<file path="src/pkg/bbtm_pkg.sv">
// Constants and types for the baseband tone and modem control block.
// Assumes a decoded 16-bit serial write port and a single system clock.
package bbtm_pkg;
	// Register addresses on the serial control port
	localparam logic [7:0] ADDR_AUDIO = 8'hc2;
	localparam logic [7:0] ADDR_INBAND = 8'hc3;
	localparam logic [7:0] ADDR_MODEM = 8'hc7;
	localparam logic [7:0] ADDR_PROG = 8'hc8;
	localparam logic [7:0] ADDR_TXDATA = 8'hca;
	// Value of every register after reset
	localparam logic [15:0] REG_RST = 16'h0000;
	// Audio and address control fields
	localparam int SPC_LSB = 8;
	localparam int EMPH_BIT = 10;
	localparam int FILT_LSB = 11;
	localparam int COMP_BIT = 13;
	localparam int SCR_BIT = 14;
	// In-band tone code field
	localparam int TONE_LSB = 11;
	// Modem control fields
	localparam int RAW_BIT = 10;
	localparam int LAST_BIT = 9;
	localparam int TYPE_LSB = 5;
	localparam int USER_BIT = 2;
	localparam int SEED_LSB = 0;
	// Special sub-audio tone codes
	localparam logic [1:0] SPC_TURNOFF = 2'h1;
	localparam logic [1:0] SPC_MAINT = 2'h2;
	localparam logic [1:0] SPC_CLONE = 2'h3;
	// Voice filter codes
	localparam logic [1:0] FILT_NONE = 2'h0;
	localparam logic [1:0] FILT_RSVD = 2'h3;
	// Message type with head only
	localparam logic [2:0] TYPE_HEAD_ONLY = 3'h1;
	// Scrambler seeds with fixed values
	localparam logic [15:0] SEED_STD = 16'hffff;
	localparam logic [15:0] SEED_NONE = 16'h0000;
	// Transmit buffer depth
	localparam logic [1:0] BUF_DEPTH = 2'h2;
	// Transmit sequencer states
	typedef enum logic [2:0] {TX_IDLE, TX_SYNC, TX_HEAD, TX_HDAT, TX_DATA, TX_DONE} bbtm_tx_t;
	// Receive sequencer states
	typedef enum logic [1:0] {RX_HUNT, RX_HEAD, RX_HDAT, RX_DATA} bbtm_rx_t;
endpackage

</file>
<file path="src/bbtm_ctrl.sv">
// Write-only control registers of the radio baseband tone and modem block.
// Assumes writes arrive already decoded from the serial control port,
// and mode-control levels come from logic on the same clock.
// Function
// - Turn-off tone replaces digital code on transmit.
// - Turn-off detect needs selection and tone receive.
// - Maintenance tone needs extended transmit and selection.
// - Maintenance decoder needs extended and tone receive.
// - Clone mode reports any detected tone number.
// - Filter bits pick none, narrow, wide filtering.
// - Bit ten enables emphasis independently.
// - Bit thirteen enables compress and expand.
// - Bit fourteen enables frequency inversion scrambling.
// - Five-bit code selects transmitted in-band tone.
// - Raw receive hunts sync, delivers 16-bit words.
// - Packet receive waits full head, then decodes.
// - Raw transmit sends host words; host formats.
// - Packet transmit sends sync, head, then data.
// - Last-data bit lets packet transmitter stop modulating.
// - Bits seven to five give message type.
// - Seed bits choose standard, one, two, none.
// - Receiver descrambles using received seed selection.
// - Special tone bits select none, turnoff, maintenance, clone.
`timescale 1ns/10ps
module bbtm_ctrl #(
	parameter logic [15:0] SYNC_WORD = 16'h3b28, // Frame sync pattern
	parameter logic [15:0] SEED_ONE = 16'h1234, // Programmed seed one
	parameter logic [15:0] SEED_TWO = 16'h5678 // Programmed seed two
) (
	input wire logic clk_sys_in,
	input wire logic rst_in,
	input wire logic ce_in,
	input wire logic wr_en_in,
	input wire logic [7:0] wr_addr_in,
	input wire logic [15:0] wr_data_in,
	input wire logic sq_code_tx_in,
	input wire logic tone_rx_en_in,
	input wire logic ext_sq_tx_in,
	input wire logic ext_sq_rx_in,
	input wire logic voice_on_in,
	input wire logic inband_tx_en_in,
	input wire logic modem_tx_in,
	input wire logic modem_rx_in,
	input wire logic clone_valid_in,
	input wire logic [5:0] clone_num_in,
	input wire logic tx_ready_in,
	input wire logic rx_valid_in,
	input wire logic [15:0] rx_word_in,
	output logic txd_ready_out,
	output logic tx_turnoff_tone_out,
	output logic rx_turnoff_det_out,
	output logic tx_maint_tone_out,
	output logic rx_maint_det_out,
	output logic clone_en_out,
	output logic [5:0] tone_status_out,
	output logic [1:0] filter_mode_out,
	output logic emphasis_out,
	output logic compand_out,
	output logic scramble_out,
	output logic [4:0] inband_code_out,
	output logic inband_on_out,
	output logic [15:0] prog_word_out,
	output logic prog_strobe_out,
	output logic [2:0] msg_type_out,
	output logic [15:0] tx_word_out,
	output logic tx_valid_out,
	output logic [15:0] rx_word_out,
	output logic rx_valid_out,
	output logic frame_found_out,
	output logic rx_user_bit_out,
	output logic [1:0] rx_seed_sel_out
);
	// All state of the block in one word
	typedef struct packed {
		logic [15:0] audio; // Audio and address control
		logic [15:0] inband; // In-band tone select
		logic [15:0] modem; // Modem control
		logic [15:0] prog; // Programming word
		logic prog_stb; // Programming word written
		logic [15:0] buf0; // Oldest buffered transmit word
		logic [15:0] buf1; // Newer buffered transmit word
		logic [1:0] cnt; // Buffered word count
		logic voice_d; // Voice mode seen last cycle
		logic mtx_d; // Modem transmit seen last cycle
		logic mrx_d; // Modem receive seen last cycle
		logic [1:0] filt; // Latched filter mode
		logic emph; // Latched emphasis
		logic comp; // Latched compandor
		logic scr; // Latched voice scrambler
		logic raw; // Latched raw mode
		logic [7:0] ctrl; // Latched control byte
		bbtm_pkg::bbtm_tx_t tst; // Transmit sequencer
		bbtm_pkg::bbtm_rx_t rst; // Receive sequencer
		logic [15:0] tword; // Word to modulator
		logic tvalid; // Word to modulator valid
		logic [15:0] rword; // Word to host
		logic rvalid; // Word to host valid
		logic found; // Frame found pulse
		logic [1:0] rseed; // Received seed selection
		logic ruser; // Received user bit
		logic to_tx; // Turn-off tone transmit
		logic to_rx; // Turn-off tone detect
		logic mt_tx; // Maintenance tone transmit
		logic mt_rx; // Maintenance decoder on
		logic clone; // Clone mode on
		logic [5:0] tstat; // Tone status
		logic inb_on; // In-band tone on
		logic rdy; // Buffer has room, kept as a flop so the output is registered
	} bbtm_state_t;

	bbtm_state_t r;
	bbtm_state_t n;
	logic [1:0] spc; // Special tone selection
	logic load; // Modulator takes a new word
	logic pop; // Buffer drains one word
	logic [15:0] wd; // Next word to modulator

	// Seed value for a selection code
	function automatic logic [15:0] seed_of(input logic [1:0] sel);
		case (sel)
			2'h0: seed_of = bbtm_pkg::SEED_STD;
			2'h1: seed_of = SEED_ONE;
			2'h2: seed_of = SEED_TWO;
			default: seed_of = bbtm_pkg::SEED_NONE;
		endcase
	endfunction

	// Next state of everything
	always_comb begin
		n = r;
		spc = r.audio[bbtm_pkg::SPC_LSB +: 2];
		load = !r.tvalid || tx_ready_in;
		pop = 1'b0;
		wd = r.buf0;
		n.prog_stb = 1'b0;
		n.found = 1'b0;
		n.rvalid = 1'b0;
		n.voice_d = voice_on_in;
		n.mtx_d = modem_tx_in;
		n.mrx_d = modem_rx_in;
		n.to_tx = sq_code_tx_in && (spc == bbtm_pkg::SPC_TURNOFF);
		n.to_rx = tone_rx_en_in && (spc == bbtm_pkg::SPC_TURNOFF);
		n.mt_tx = ext_sq_tx_in && (spc == bbtm_pkg::SPC_MAINT);
		n.mt_rx = ext_sq_rx_in && tone_rx_en_in;
		n.clone = tone_rx_en_in && (spc == bbtm_pkg::SPC_CLONE);
		if (r.clone && clone_valid_in) begin
			n.tstat = clone_num_in;
		end
		n.inb_on = inband_tx_en_in;
		// Voice settings are only taken when voice mode starts
		if (voice_on_in && !r.voice_d) begin
			n.filt = r.audio[bbtm_pkg::FILT_LSB +: 2];
			if (r.audio[bbtm_pkg::FILT_LSB +: 2] == bbtm_pkg::FILT_RSVD) begin
				n.filt = bbtm_pkg::FILT_NONE;
			end
			n.emph = r.audio[bbtm_pkg::EMPH_BIT];
			n.comp = r.audio[bbtm_pkg::COMP_BIT];
			n.scr = r.audio[bbtm_pkg::SCR_BIT];
		end
		// Raw bit and control byte latched at start; the last-data bit is still read live from the register
		if ((modem_tx_in && !r.mtx_d) || (modem_rx_in && !r.mrx_d)) begin
			n.raw = r.modem[bbtm_pkg::RAW_BIT];
			n.ctrl = r.modem[7:0];
		end
		if (load) begin
			n.tvalid = 1'b0;
		end
		// Transmit sequencer
		case (r.tst)
			bbtm_pkg::TX_IDLE: begin
				if (modem_tx_in && !r.mtx_d) begin
					n.tst = r.modem[bbtm_pkg::RAW_BIT] ? bbtm_pkg::TX_DATA : bbtm_pkg::TX_SYNC;
				end
			end
			bbtm_pkg::TX_SYNC: begin
				if (load) begin
					n.tword = SYNC_WORD;
					n.tvalid = 1'b1;
					n.tst = bbtm_pkg::TX_HEAD;
				end
			end
			bbtm_pkg::TX_HEAD: begin
				if (load) begin
					n.tword = {8'h00, r.ctrl};
					n.tvalid = 1'b1;
					n.tst = bbtm_pkg::TX_HDAT;
				end
			end
			bbtm_pkg::TX_HDAT: begin
				if (load && r.cnt != 2'h0) begin
					n.tword = r.buf0;
					n.tvalid = 1'b1;
					pop = 1'b1;
					if (r.ctrl[bbtm_pkg::TYPE_LSB +: 3] == bbtm_pkg::TYPE_HEAD_ONLY) begin
						n.tst = bbtm_pkg::TX_DONE;
					end else begin
						n.tst = bbtm_pkg::TX_DATA;
					end
				end
			end
			bbtm_pkg::TX_DATA: begin
				if (load && r.cnt != 2'h0) begin
					wd = r.raw ? r.buf0 : (r.buf0 ^ seed_of(r.ctrl[bbtm_pkg::SEED_LSB +: 2]));
					n.tword = wd;
					n.tvalid = 1'b1;
					pop = 1'b1;
				end else if (load && !r.raw && r.modem[bbtm_pkg::LAST_BIT]) begin
					n.tst = bbtm_pkg::TX_DONE;
				end
			end
			bbtm_pkg::TX_DONE: begin
				n.tst = bbtm_pkg::TX_DONE;
			end
			default: begin
				n.tst = bbtm_pkg::TX_IDLE;
			end
		endcase
		if (!modem_tx_in) begin
			n.tst = bbtm_pkg::TX_IDLE;
			n.tvalid = 1'b0;
		end
		// Buffer drain, then fill; a full buffer refuses the write
		if (pop) begin
			n.buf0 = r.buf1;
			n.cnt = r.cnt - 2'h1;
		end
		// Register writes
		if (wr_en_in) begin
			case (wr_addr_in)
				bbtm_pkg::ADDR_AUDIO: n.audio = wr_data_in;
				bbtm_pkg::ADDR_INBAND: n.inband = wr_data_in;
				bbtm_pkg::ADDR_MODEM: n.modem = wr_data_in;
				bbtm_pkg::ADDR_PROG: begin
					n.prog = wr_data_in;
					n.prog_stb = 1'b1;
				end
				bbtm_pkg::ADDR_TXDATA: begin
					if (n.cnt == 2'h0) begin
						n.buf0 = wr_data_in;
						n.cnt = 2'h1;
					end else if (r.cnt != bbtm_pkg::BUF_DEPTH || pop) begin
						n.buf1 = wr_data_in;
						n.cnt = bbtm_pkg::BUF_DEPTH;
					end
				end
				default: n.prog_stb = 1'b0;
			endcase
		end
		// Room flag follows the count the buffer will hold next
		n.rdy = (n.cnt != bbtm_pkg::BUF_DEPTH);
		// Receive sequencer
		if (rx_valid_in) begin
			case (r.rst)
				bbtm_pkg::RX_HUNT: begin
					if (rx_word_in == SYNC_WORD) begin
						n.found = r.raw;
						n.rst = r.raw ? bbtm_pkg::RX_DATA : bbtm_pkg::RX_HEAD;
					end
				end
				bbtm_pkg::RX_HEAD: begin
					n.rseed = rx_word_in[bbtm_pkg::SEED_LSB +: 2];
					n.ruser = rx_word_in[bbtm_pkg::USER_BIT];
					n.rst = bbtm_pkg::RX_HDAT;
				end
				bbtm_pkg::RX_HDAT: begin
					n.rword = rx_word_in;
					n.rvalid = 1'b1;
					n.found = 1'b1;
					n.rst = bbtm_pkg::RX_DATA;
				end
				bbtm_pkg::RX_DATA: begin
					n.rword = r.raw ? rx_word_in : (rx_word_in ^ seed_of(r.rseed));
					n.rvalid = 1'b1;
				end
				default: n.rst = bbtm_pkg::RX_HUNT;
			endcase
		end
		if (!modem_rx_in) begin
			n.rst = bbtm_pkg::RX_HUNT;
		end
	end

	// State register; clock enable freezes everything
	always_ff @(posedge clk_sys_in or posedge rst_in) begin
		if (rst_in) begin
			r <= '0;
			// Empty buffer has room
			r.rdy <= 1'b1;
		end else if (ce_in) begin
			r <= n;
		end
	end

	// Outputs straight from state
	assign txd_ready_out = r.rdy;
	assign tx_turnoff_tone_out = r.to_tx;
	assign rx_turnoff_det_out = r.to_rx;
	assign tx_maint_tone_out = r.mt_tx;
	assign rx_maint_det_out = r.mt_rx;
	assign clone_en_out = r.clone;
	assign tone_status_out = r.tstat;
	assign filter_mode_out = r.filt;
	assign emphasis_out = r.emph;
	assign compand_out = r.comp;
	assign scramble_out = r.scr;
	assign inband_code_out = r.inband[bbtm_pkg::TONE_LSB +: 5];
	assign inband_on_out = r.inb_on;
	assign prog_word_out = r.prog;
	assign prog_strobe_out = r.prog_stb;
	assign msg_type_out = r.modem[bbtm_pkg::TYPE_LSB +: 3];
	assign tx_word_out = r.tword;
	assign tx_valid_out = r.tvalid;
	assign rx_word_out = r.rword;
	assign rx_valid_out = r.rvalid;
	assign frame_found_out = r.found;
	assign rx_user_bit_out = r.ruser;
	assign rx_seed_sel_out = r.rseed;

	a_turnoff_tx: assert property (@(posedge clk_sys_in) disable iff (rst_in)
		ce_in && sq_code_tx_in && spc == bbtm_pkg::SPC_TURNOFF |=> tx_turnoff_tone_out)
		else $error("turn-off tone not sent");
	a_turnoff_rx: assert property (@(posedge clk_sys_in) disable iff (rst_in)
		$rose(rx_turnoff_det_out) |-> $past(tone_rx_en_in) && $past(spc) == 2'h1)
		else $error("turn-off detect without cause");
	a_maint_tx: assert property (@(posedge clk_sys_in) disable iff (rst_in)
		ce_in |=> tx_maint_tone_out == ($past(ext_sq_tx_in) && $past(spc) == 2'h2))
		else $error("maintenance tone wrong");
	a_maint_rx: assert property (@(posedge clk_sys_in) disable iff (rst_in)
		ce_in && ext_sq_rx_in && tone_rx_en_in |=> rx_maint_det_out)
		else $error("maintenance decoder off");
	a_filter_rsvd: assert property (@(posedge clk_sys_in) disable iff (rst_in)
		ce_in && voice_on_in && !r.voice_d
		&& r.audio[bbtm_pkg::FILT_LSB +: 2] == bbtm_pkg::FILT_RSVD
		|=> filter_mode_out == 2'h0)
		else $error("reserved filter not mapped");
	a_sync_first: assert property (@(posedge clk_sys_in) disable iff (rst_in)
		ce_in && modem_tx_in && r.tst == bbtm_pkg::TX_SYNC && load
		|=> tx_valid_out && tx_word_out == SYNC_WORD ##1 !$past(ce_in) || !$past(tx_ready_in)
		|| !$past(modem_tx_in) || r.tst == bbtm_pkg::TX_HDAT)
		else $error("sync not first");
	a_raw_deliver: assert property (@(posedge clk_sys_in) disable iff (rst_in)
		ce_in && r.raw && r.rst == bbtm_pkg::RX_DATA && rx_valid_in && modem_rx_in
		|=> rx_valid_out && rx_word_out == $past(rx_word_in))
		else $error("raw word not delivered");
	a_head_found: assert property (@(posedge clk_sys_in) disable iff (rst_in)
		ce_in && r.rst == bbtm_pkg::RX_HEAD && rx_valid_in && modem_rx_in
		|=> !frame_found_out)
		else $error("frame event before full head");
endmodule

</file>
<file path="config.mk">
export PLATFORM = sky130hd
export DESIGN_NAME = bbtm_ctrl
export DESIGN_NICKNAME = d
export VERILOG_FILES = /design/src/pkg/bbtm_pkg.sv /design/src/bbtm_ctrl.sv
export SDC_FILE = /design/constraint.sdc
export NUM_CORES = 1
export LEC_CHECK = 0
export BUFFER_PORTS_ARGS = -buffer_cell sky130_fd_sc_hd__buf_4
export CORE_ASPECT_RATIO = 2
export CORE_UTILIZATION = 50
export DETAILED_ROUTE_END_ITERATION = 6
export PLACE_DENSITY = 0.76
export REMOVE_ABC_BUFFERS = 1
export SLEW_MARGIN = 20
export SYNTH_ARGS = -nofsm -noshare
export SYNTH_HDL_FRONTEND = slang
export SYNTH_SLANG_ARGS = --single-unit
</file>
<file path="constraint.sdc">
create_clock -name clk_sys_in -period 9.3 [get_ports clk_sys_in]
set_clock_uncertainty 0.05 [all_clocks]
set_input_delay 0.465 -clock clk_sys_in [delete_from_list [all_inputs] [get_ports clk_sys_in]]
set_output_delay 0.465 -clock clk_sys_in [all_outputs]
set_load 0.01 [all_outputs]
</file>
After elaboration in Yosys (flattened, before gate mapping)
Cells that the tools add are included.

Latch bits: 0. RAM bits: 0. Output and inout bits: 81. Register bits after elaboration: 172. Bits in read-only memories: 0. Memories: 0.

Multipliers: 0. Divide/modulo/power cells: 0. Add/sub/neg operators: 1. Shifts and indexed selects: 0. Order comparisons: 0. Reduce and logical (&&, ||, !) cells: 42. Muxes and demuxes: 47. Bitwise gates (word level): 3. Eq/ne operators: 38.

Operators by type and width (count): 16-bit 2-to-1 mux (9); 16-bit case mux with 3 select lines (2); 17-bit 2-to-1 mux (4); 17-bit case mux with 4 select lines (1); 8-bit == test (second input constant) (5); 35-bit 2-to-1 mux (1); 34-bit 2-to-1 mux (1); 17-bit case mux with 2 select lines (1); 16-bit bitwise XOR (2); 3-bit 2-to-1 mux (9); 3-bit != test (second input constant) (7); 18-bit 2-to-1 mux (1); 3-bit case mux with 6 select lines (1); 3-bit AND reduction (6); 16-bit by 14-bit == test with 1-bit output (second input constant) (1); 2-bit == test (second input constant) (7); 2-bit 2-to-1 mux (7); 1-bit logical AND (12); 2-bit != test (second input constant) (6); 2-bit by 1-bit == test with 1-bit output (second input constant) (4); 2-bit logical NOT (4); 1-bit 2-to-1 mux (7); 7-bit AND reduction (1); 3-bit by 1-bit == test with 1-bit output (second input constant) (2); 19 further kinds (30).

Longest topological paths before layout
Gate-level depths: netlist of the first run.

Depth after elaboration: 11. Mapped depth: 10. Depth with buffers taken out: 7.

Worst setup path before layout of the first run
No wires, ideal clock.

Path type: flip-flop to flip-flop. From: register r[73] in the netlist's numbering. To: register r (netlist bit tx_word_out[0]). Arrival time: 2.356 ns. Library setup time: 0.125 ns. Stages on the path, launching flop included: 9. Period minus slack after synthesis: 2.531 ns. Path buffers: 2. Slack: 6.769 ns. Cell sequence: dfrtp_1 clkbuf_1 inv_1 ha_1 nor2_1 o21ai_0 a21boi_1 buf_2 mux2_2.

Word-level cells in the longest chain between the ends: 4. Elaborated cells between the ends (all ways): 5.

Ends and longest elaborated chain: from (decl) (RTL line bbtm_ctrl.sv:111) `bbtm_state_t r;`; from (signal assigned) (RTL line bbtm_ctrl.sv:290) `r <= n;`; 2-bit nonzero test (*) (RTL line bbtm_ctrl.sv:190, bbtm_ctrl.sv:202); 1-bit logical AND (*) (RTL line bbtm_ctrl.sv:190, bbtm_ctrl.sv:202); 2-bit != test (no source line); 6-bit AND reduction (no source line) (*).

Every way passes the cells marked *; elsewhere a longest branch is shown, timed or not. A chain may end at the register's enable or synchronous reset.

Worst setup path in the final report of the first run
From: register r[55] in the netlist's numbering. To: register r[86] in the netlist's numbering.

Word-level cells in the longest chain between the ends: 7. Elaborated cells between the ends (all ways): 9.

Ends and longest elaborated chain: 3-bit == test / 3-bit by 2-bit == test with 1-bit output (equally long branches) (RTL line bbtm_ctrl.sv:169) `case (r.tst)`; 2-bit OR reduction (no source line) (*); 1-bit 2-to-1 mux (*); 2-bit 2-to-1 mux (RTL line bbtm_ctrl.sv:223) `if (pop) begin`; 2-bit logical NOT (RTL line bbtm_ctrl.sv:238) `if (n.cnt == 2'h0) begin`; 1-bit NOT (no source line); 5-bit AND reduction (no source line) (*).

Marked as above.

==> results of run 1 <==
==> worst max path at each step <==
stage           start            to  slack (ns)  cells past startpoint
6_report        r[55]         r[86]        6.28                      5
2_1_floorplan  rst_in  clone_en_out        4.86                      1
4_1_cts         r[53]         r[86]        6.30                      5
5_1_grt         r[55]        r[100]        6.08                      5
3_5_place_dp    r[53]         r[86]        6.31                      5
3_3_place_gp    r[53]         r[87]        6.43                      5
==> where the power goes <==
| part | switching, mW | leakage [nW] | internal, mW |
|---|---|---|---|
| Clock | 0.263 | 0.269 | 0.382 |
| Sequential | 0.106 | 1.93 | 0.757 |
| Combinational | 0.329 | 1.92 | 0.322 |
==> per-layer routing <==
layer	vias to the layer above	routed length, um
li1	2343	-
met4	0	582
met5	-	0
met3	37	665
met1	2522	6040
met2	173	9500
==> logic make-up (layout without fill, tap and decap cells) <==
group                    count (synthesis)  count (layout)  synth area share
flip-flops                             146             146             0.496
AO/OA/AOI/OAI                          130             130             0.130
AND/OR/NAND/NOR                        129             129            0.0954
buffers and inverters                  111             197            0.0982
multiplexers                           104             104             0.161
XOR/XNOR                                 8               8           0.00950
adder cells (fa/ha/maj)                  6               6            0.0102
==> Yosys cell counts (all sizes together), types with 3 or more instances <==
master / count / area [um^2]
o21ai: 45 / 229
nor3: 4 / 20.0
a2bb2oi: 6 / 52.6
a21boi: 3 / 33.8
ha: 6 / 75.1
nand2b: 7 / 43.8
or2: 16 / 100
nor4: 4 / 37.5
a22oi: 8 / 60.1
clkbuf: 12 / 45.0
o21a: 5 / 37.5
mux2: 89 / 1040
or4b: 3 / 30.0
o211ai: 4 / 43.8
o31ai: 3 / 22.5
o221a: 16 / 180
nand3b: 4 / 30.0
nand2: 45 / 176
mux2i: 15 / 150
inv: 20 / 75.1
a211oi: 3 / 35.0
buf: 78 / 601
a21oi: 15 / 75.1
dfrtp: 145 / 3630
nand3: 8 / 40.0
nor2: 19 / 71.3
xor2: 7 / 61.3
==> final cells by class <==
class                      count  area [um^2]
tap                          192          240
timing repair buffer         145         1090
fill                        1159         5710
clock inverter                11          106
multi-input combinational    377         3010
sequential                   146         3650
inverter                      21         83.8
clock buffer                  20          457
==> sequential cells by signal, indices dropped and copies added, names as in the netlist, 2 cells and up <==
signal and count:
rx_word_out 16, r 65, msg_type_out 3, tx_word_out 16, prog_word_out 16, tone_status_out 6
inband_code_out 5, filter_mode_out 2, rx_seed_sel_out 2
==> through the flow <==
stage	hold slack, ns	total power [mW]
3_5_place_dp	0.423	1.52
2_1_floorplan	0.421	1.26
4_1_cts	0.119	2.17
6_report	0.0974	2.16
3_3_place_gp	0.416	1.48
5_1_grt	0.124	2.28
==> metrics.md, run 1 <==
| Metric | Value |
|---|---|
| Power per cell area | `approximately 250 mW/mm^2` |
| Crit path capture type | `flop` |
| Worst Reg2Reg Path Length in Cells | `5` |
| CTS tree | `built` |
| CTS Buf Count | `17` |
| Synthesized flop and latch total | `roughly 150` |
| Worst Hold Class | `primary input to asynchronous set/reset pin` |
| Avg Cell Area, Syn | `11.6 um^2` |
| Worst reg-to-reg setup slack | `roughly 6.3 ns` |
| Placed Cells | `881` |
| Hpwl dp | `12200 um` |
| Peak Freq | `0.331 GHz` |
| Post-DRT Antenna Nets | `0` |
| Leak Pwr | `approximately 4.1 nW` |
| Die Area | `around 0.015 mm^2` |
| Number of synthesized flops with an enable pin | `0` |
| Ys Warns | `0` |
| All-layer global routing usage | `0.234` |
| R2r startpoint | `r[55]` |
| Crit Path Max Fanout | `16` |
| Setup slack after layout | `~6.3 ns` |
| Initial antenna violation count | `0` |
| Crit-path cells | `or3b_1 > a211oi_4 > nand2_4 > a21boi_4 > mux2_2` |
| R2r endpoint | `r[86]` |
| Placed inst area | `0.00807 mm^2` |
| Max-cap viol count | `0` |
| CP startpoint kind | `flop` |
| Port bufs | `~140` |
| Ys flop type | `dfrtp_1` |
| Core box area | `0.0144 mm^2` |
| Layout area overhead | `17.2%` |
| VDD IR-drop max | `167 uV` |
| Mapped cell area | `0.00737 mm^2` |
| Core Util, Final | `0.602` |
| CP peak stage delay | `roughly 0.63 ns` |
| Met1 Use GR | `0.254` |
| CTS Hold Bufs | `0` |
| Seq/Total Area, Yosys | `0.496` |
| CTS H-tree depth | `4` |
| Relative slew slack | `0.359` |
| Ant. Diodes | `0` |
| Crit path kind | `flop to flop` |
| Met3 Resource Use GR | `0.0438` |
| Period utilization | `0.325` |
| Top Ports | `142` |
| Longest Clk Path Bufs | `2` |
| Layout Cells excl Fill | `912` |
| Commonest cells after routing, fill and taps aside | `145 x dfrtp_1, 145 x buf_4, 79 x mux2_2, 44 x nand2_1, 42 x o21ai_0` |
| Placer Congestion | `about 0.90` |
| DR WL/cell | `18.4 um` |
| Share of layout cells above drive strength 1 | `0.429` |
| Post-CTS setup buffer count | `0` |
| DR vias | `5075` |
| Status | `finished clean` |
| Number of global-route vias before repair | `5352` |
| Worst EP required | `9.55 ns` |
| Clk Latency, worst-skew pair | `0.41 ns` |
| Starting Density | `0.514` |
| Max-slew violations | `0` |
| Die X | `approximately 88 um` |
| Min cycle time layout | `slightly above 3 ns` |
| Worst-Margin Slew | `0.961 ns` |
| Delay-heaviest family, CP | `compound AO/OA/AOI/OAI gates` |
| Cells after synthesis | `634` |
| Finish-stage setup viols | `0` |
| Core Rows | `62` |
| Async set-reset flop share out of synthesis | `1.00` |
| Most used routing layer in global routing | `met2` |
| Pin count of the biggest net entering global routing | `79` |
| Dpl ws | `6.31 ns` |
| Layout Nets | `775` |
| CP bufs+invs | `0` |
| Setup TNS | `0 ns` |
| Vias per inst | `5.56` |
| Critical path arrival | `about 3.3 ns` |
| Routing usage on met2 | `0.423` |
| Total Wirelength | `approximately 17000 um` |
| Reg clk slew, reported paths | `0.06 ns` |
| PostCTS Resize Cnt | `0` |
| GRT overflow | `0` |
| RSZ-0062 raised after global routing | `no` |
| Finished Cell Area | `between 0.008 and 0.009 mm^2` |
| # clock sinks | `between 100 and 150` |
| Number of distinct library cells after synthesis | `75` |
| DRT Pass-1 Iters | `6` |
| # DRC | `0` |
| Die span in y | `174 um` |
| Final hold vios | `0` |
| CTS root buffer | `clkbuf_16` |
| CP max stage cell | `a211oi_4` |
| Iter 0 DRT Violations | `403` |
| First-pass GRT wire length | `27100 um` |
No activity file was read; power rests on OpenSTA's default activity.
==> run 2: changes to the inputs <==
--- a/config.mk
+++ b/config.mk
@@ -5,6 +5,7 @@
 export SDC_FILE = /design/constraint.sdc
 export NUM_CORES = 1
 export LEC_CHECK = 0
+export ABC_AREA = 1
 export BUFFER_PORTS_ARGS = -buffer_cell sky130_fd_sc_hd__buf_4
 export CORE_ASPECT_RATIO = 2
 export CORE_UTILIZATION = 50
==> constraint.sdc (replaced) <==
create_clock -name clk_sys_in -period 2.9 [get_ports clk_sys_in]
set_clock_uncertainty 0.05 [all_clocks]
set_input_delay 0.145 -clock clk_sys_in [delete_from_list [all_inputs] [get_ports clk_sys_in]]
set_output_delay 0.145 -clock clk_sys_in [all_outputs]
set_load 0.01 [all_outputs]
==> run 2 against run 1 <==
  * Final area grew 8.1%
  * Non-clock buffer count is 39 higher
  * Largest cell class unchanged
  * Sequential power increased to 3.2 times the previous value
==> metrics.md, run 2 <==
| Metric | Value |
|---|---|
| Peak Freq | `0.397 GHz` |
| Largest Register | `r` |
| Core Rows | `63` |
| Max-slew violations | `0` |
| Worst EP required | `3.14 ns` |
| Power per cell area | `between 800 and 900 mW/mm^2` |
| VDD IR-drop max | `approximately 480 uV` |
| PostCTS Resize Cnt | `0` |
| DRT Pass-1 Iters | `7` |
| # DRC | `0` |
| Die span in y | `~180 um` |
| Finish-stage setup viols | `0` |
| Critical path arrival | `between 2 and 3 ns` |
| Area contributors post-synth | `dfrtp_1 48%, nand2_1 11%, buf_4 6.7%` |
| Crit path capture type | `flop` |
| Commonest cells post-synth | `222 x nand2_1, 145 x dfrtp_1, 94 x inv_1` |
| Clk Latency, worst-skew pair | `0.42 ns` |
| Count leader, synth | `nand2_1` |
| CTS Hold Bufs | `32` |
| Initial antenna violation count | `0` |
| Placer Congestion | `slightly below 0.9` |
| Worst Hold Launch | `rx_word_in[0]` |
| Async set-reset flop share out of synthesis | `1.00` |
| Hpwl dp | `about 14000 um` |
| Status | `finished clean` |
| Post-DRT Antenna Nets | `0` |
| Cells after synthesis | `931` |
| Worst-Margin Slew | `around 0.72 ns` |
| Starting Density | `0.513` |
| Die X | `between 80 and 90 um` |
| Commonest cells after routing, fill and taps aside | `222 x nand2_1, 151 x buf_4, 145 x dfrtp_1, 93 x inv_1, 78 x o21ai_0` |
| # clock sinks | `146` |
| Ys flop type | `dfrtp_1` |
| Longest Clk Path Bufs | `2` |
| Final hold vios | `0` |
| Port bufs | `around 140` |
| Setup slack after layout | `0.381 ns` |
| Crit path kind | `flop to flop` |
| CTS root buffer | `clkbuf_16` |
| Post-CTS setup buffer count | `0` |
| Number of flip-flops in the largest register | `65` |
| CTS tree | `built` |
| Core box area | `around 0.015 mm^2` |
| CTS H-tree depth | `4` |
| Layout Cells excl Fill | `~1200` |
| Iter 0 DRT Violations | `approximately 350` |
| Mapped cell area | `0.00764 mm^2` |
| Share of layout cells above drive strength 1 | `0.220` |
| Top Ports | `142` |
| Synthesized flop and latch total | `146` |
| Layout area overhead | `22.3%` |
| Setup TNS | `0 ns` |
| Leak Pwr | `4.90 nW` |
| Worst Hold Class | `primary input to flop` |
| Total Wirelength | `just under 20000 um` |
| RSZ-0062 raised after global routing | `no` |
| Ys Warns | `0` |
| Layout Nets | `1102` |
| Max-cap viol count | `0` |
| Critical path startpoint | `r[73]` |
| DR vias | `6455` |
| Ant. Diodes | `0` |
| Die Area | `0.0158 mm^2` |
| R2r startpoint | `r[73]` |
| Dpl ws | `0.401 ns` |
| Number of synthesized flops with an enable pin | `0` |
| All-layer global routing usage | `0.264` |
| Commonest non-fill, non-tap cell in the layout | `nand2_1` |
| Relative slew slack | `0.522` |
| Placed Cells | `approximately 1200` |
| Avg Cell Area, Syn | `8.20 um^2` |
| First-pass GRT wire length | `31100 um` |
| Synth area leader | `dfrtp_1` |
| Seq/Total Area, Yosys | `0.478` |
| Number of distinct library cells after synthesis | `41` |
| Period utilization | `0.869` |
| Pin count of the biggest net entering global routing | `64` |
| GRT overflow | `0` |
| Reg clk slew, reported paths | `roughly 0.06 ns` |
| Vias per inst | `a little over 5` |
| Core Util, Final | `0.627` |
| CTS Buf Count | `17` |
| Crit Path Max Fanout | `32` |
| CP startpoint kind | `flop` |
| DR WL/cell | `15.8 um` |
| Yosys top cell area share | `0.475` |
| Number of global-route vias before repair | `6303` |
| Min cycle time layout | `2.52 ns` |
## run 2: cell type report
| class | count | area [um^2] |
|---|---|---|
| Fill cell | 1261 | 5560 |
| Sequential cell | 146 | 3650 |
| Multi-Input combinational cell | 588 | 2950 |
| Timing Repair Buffer | 184 | 1470 |
| Clock buffer | 20 | 437 |
| Inverter | 98 | 373 |
| Tap cell | 195 | 244 |
| Clock inverter | 12 | 208 |
## run 2: worst paths after layout
path / end / slack (ns) / cells past startpoint
min in group asynchronous: tone_status_out[3] / 0.30 / 3
worst min register to register: prog_word_out[1] / 0.42 / 2
worst max register to register: r[81] / 0.38 / 10
worst min-delay path: rx_seed_sel_out[0] / 0.009 / 3
worst max-delay path: r[81] / 0.38 / 10
max in group asynchronous: r[60] / 1.75 / 4
## run 2: routing by layer
layer,vias up,part of all wire,GRT usage
li1,3170,-,-
met1,3007,0.36,0.275
met2,218,0.55,0.478
met3,60,0.041,0.0508
met4,0,0.047,0.147
met5,-,0,0
## run 2: stage by stage
step	power (mW)	hold slack [ns]	instance area, um^2
after floorplan	4.27	0.202	6970
after global placement	5.21	0.206	8370
after global routing	8.20	0.00791	9340
after detailed placement	5.28	0.211	8370
final	7.70	0.00861	9340
after CTS	7.74	0.00000330	9340
## run 2: worst max-delay path, stage by stage, from the launching register on
cell and delay, ns:
dfrtp_1 0.38, inv_1 0.11, ha_1 0.26, nor2_4 0.30
nand2_4 0.25, nand2_2 0.14, nand2_4 0.14, nand2_1 0.12
nand2_2 0.36, nand2_1 0.19, o21ai_2 0.07
## run 2: logic make-up after synthesis
| group | count (synthesis) | share of synthesized area |
|---|---|---|
| AO/OA/AOI/OAI | 180 | 0.134 |
| multiplexers | 12 | 0.0177 |
| adder cells (fa/ha/maj) | 6 | 0.00983 |
| buffers and inverters | 197 | 0.136 |
| AND/OR/NAND/NOR | 389 | 0.223 |
| flip-flops | 146 | 0.478 |
| XOR/XNOR | 1 | 0.00115 |
## run 2: report_power, final
part           switching [mW]  leakage, nW  internal [mW]
sequential              0.322         1.94           2.46
combinational            1.51         2.65           1.02
clock                   0.861        0.301           1.53
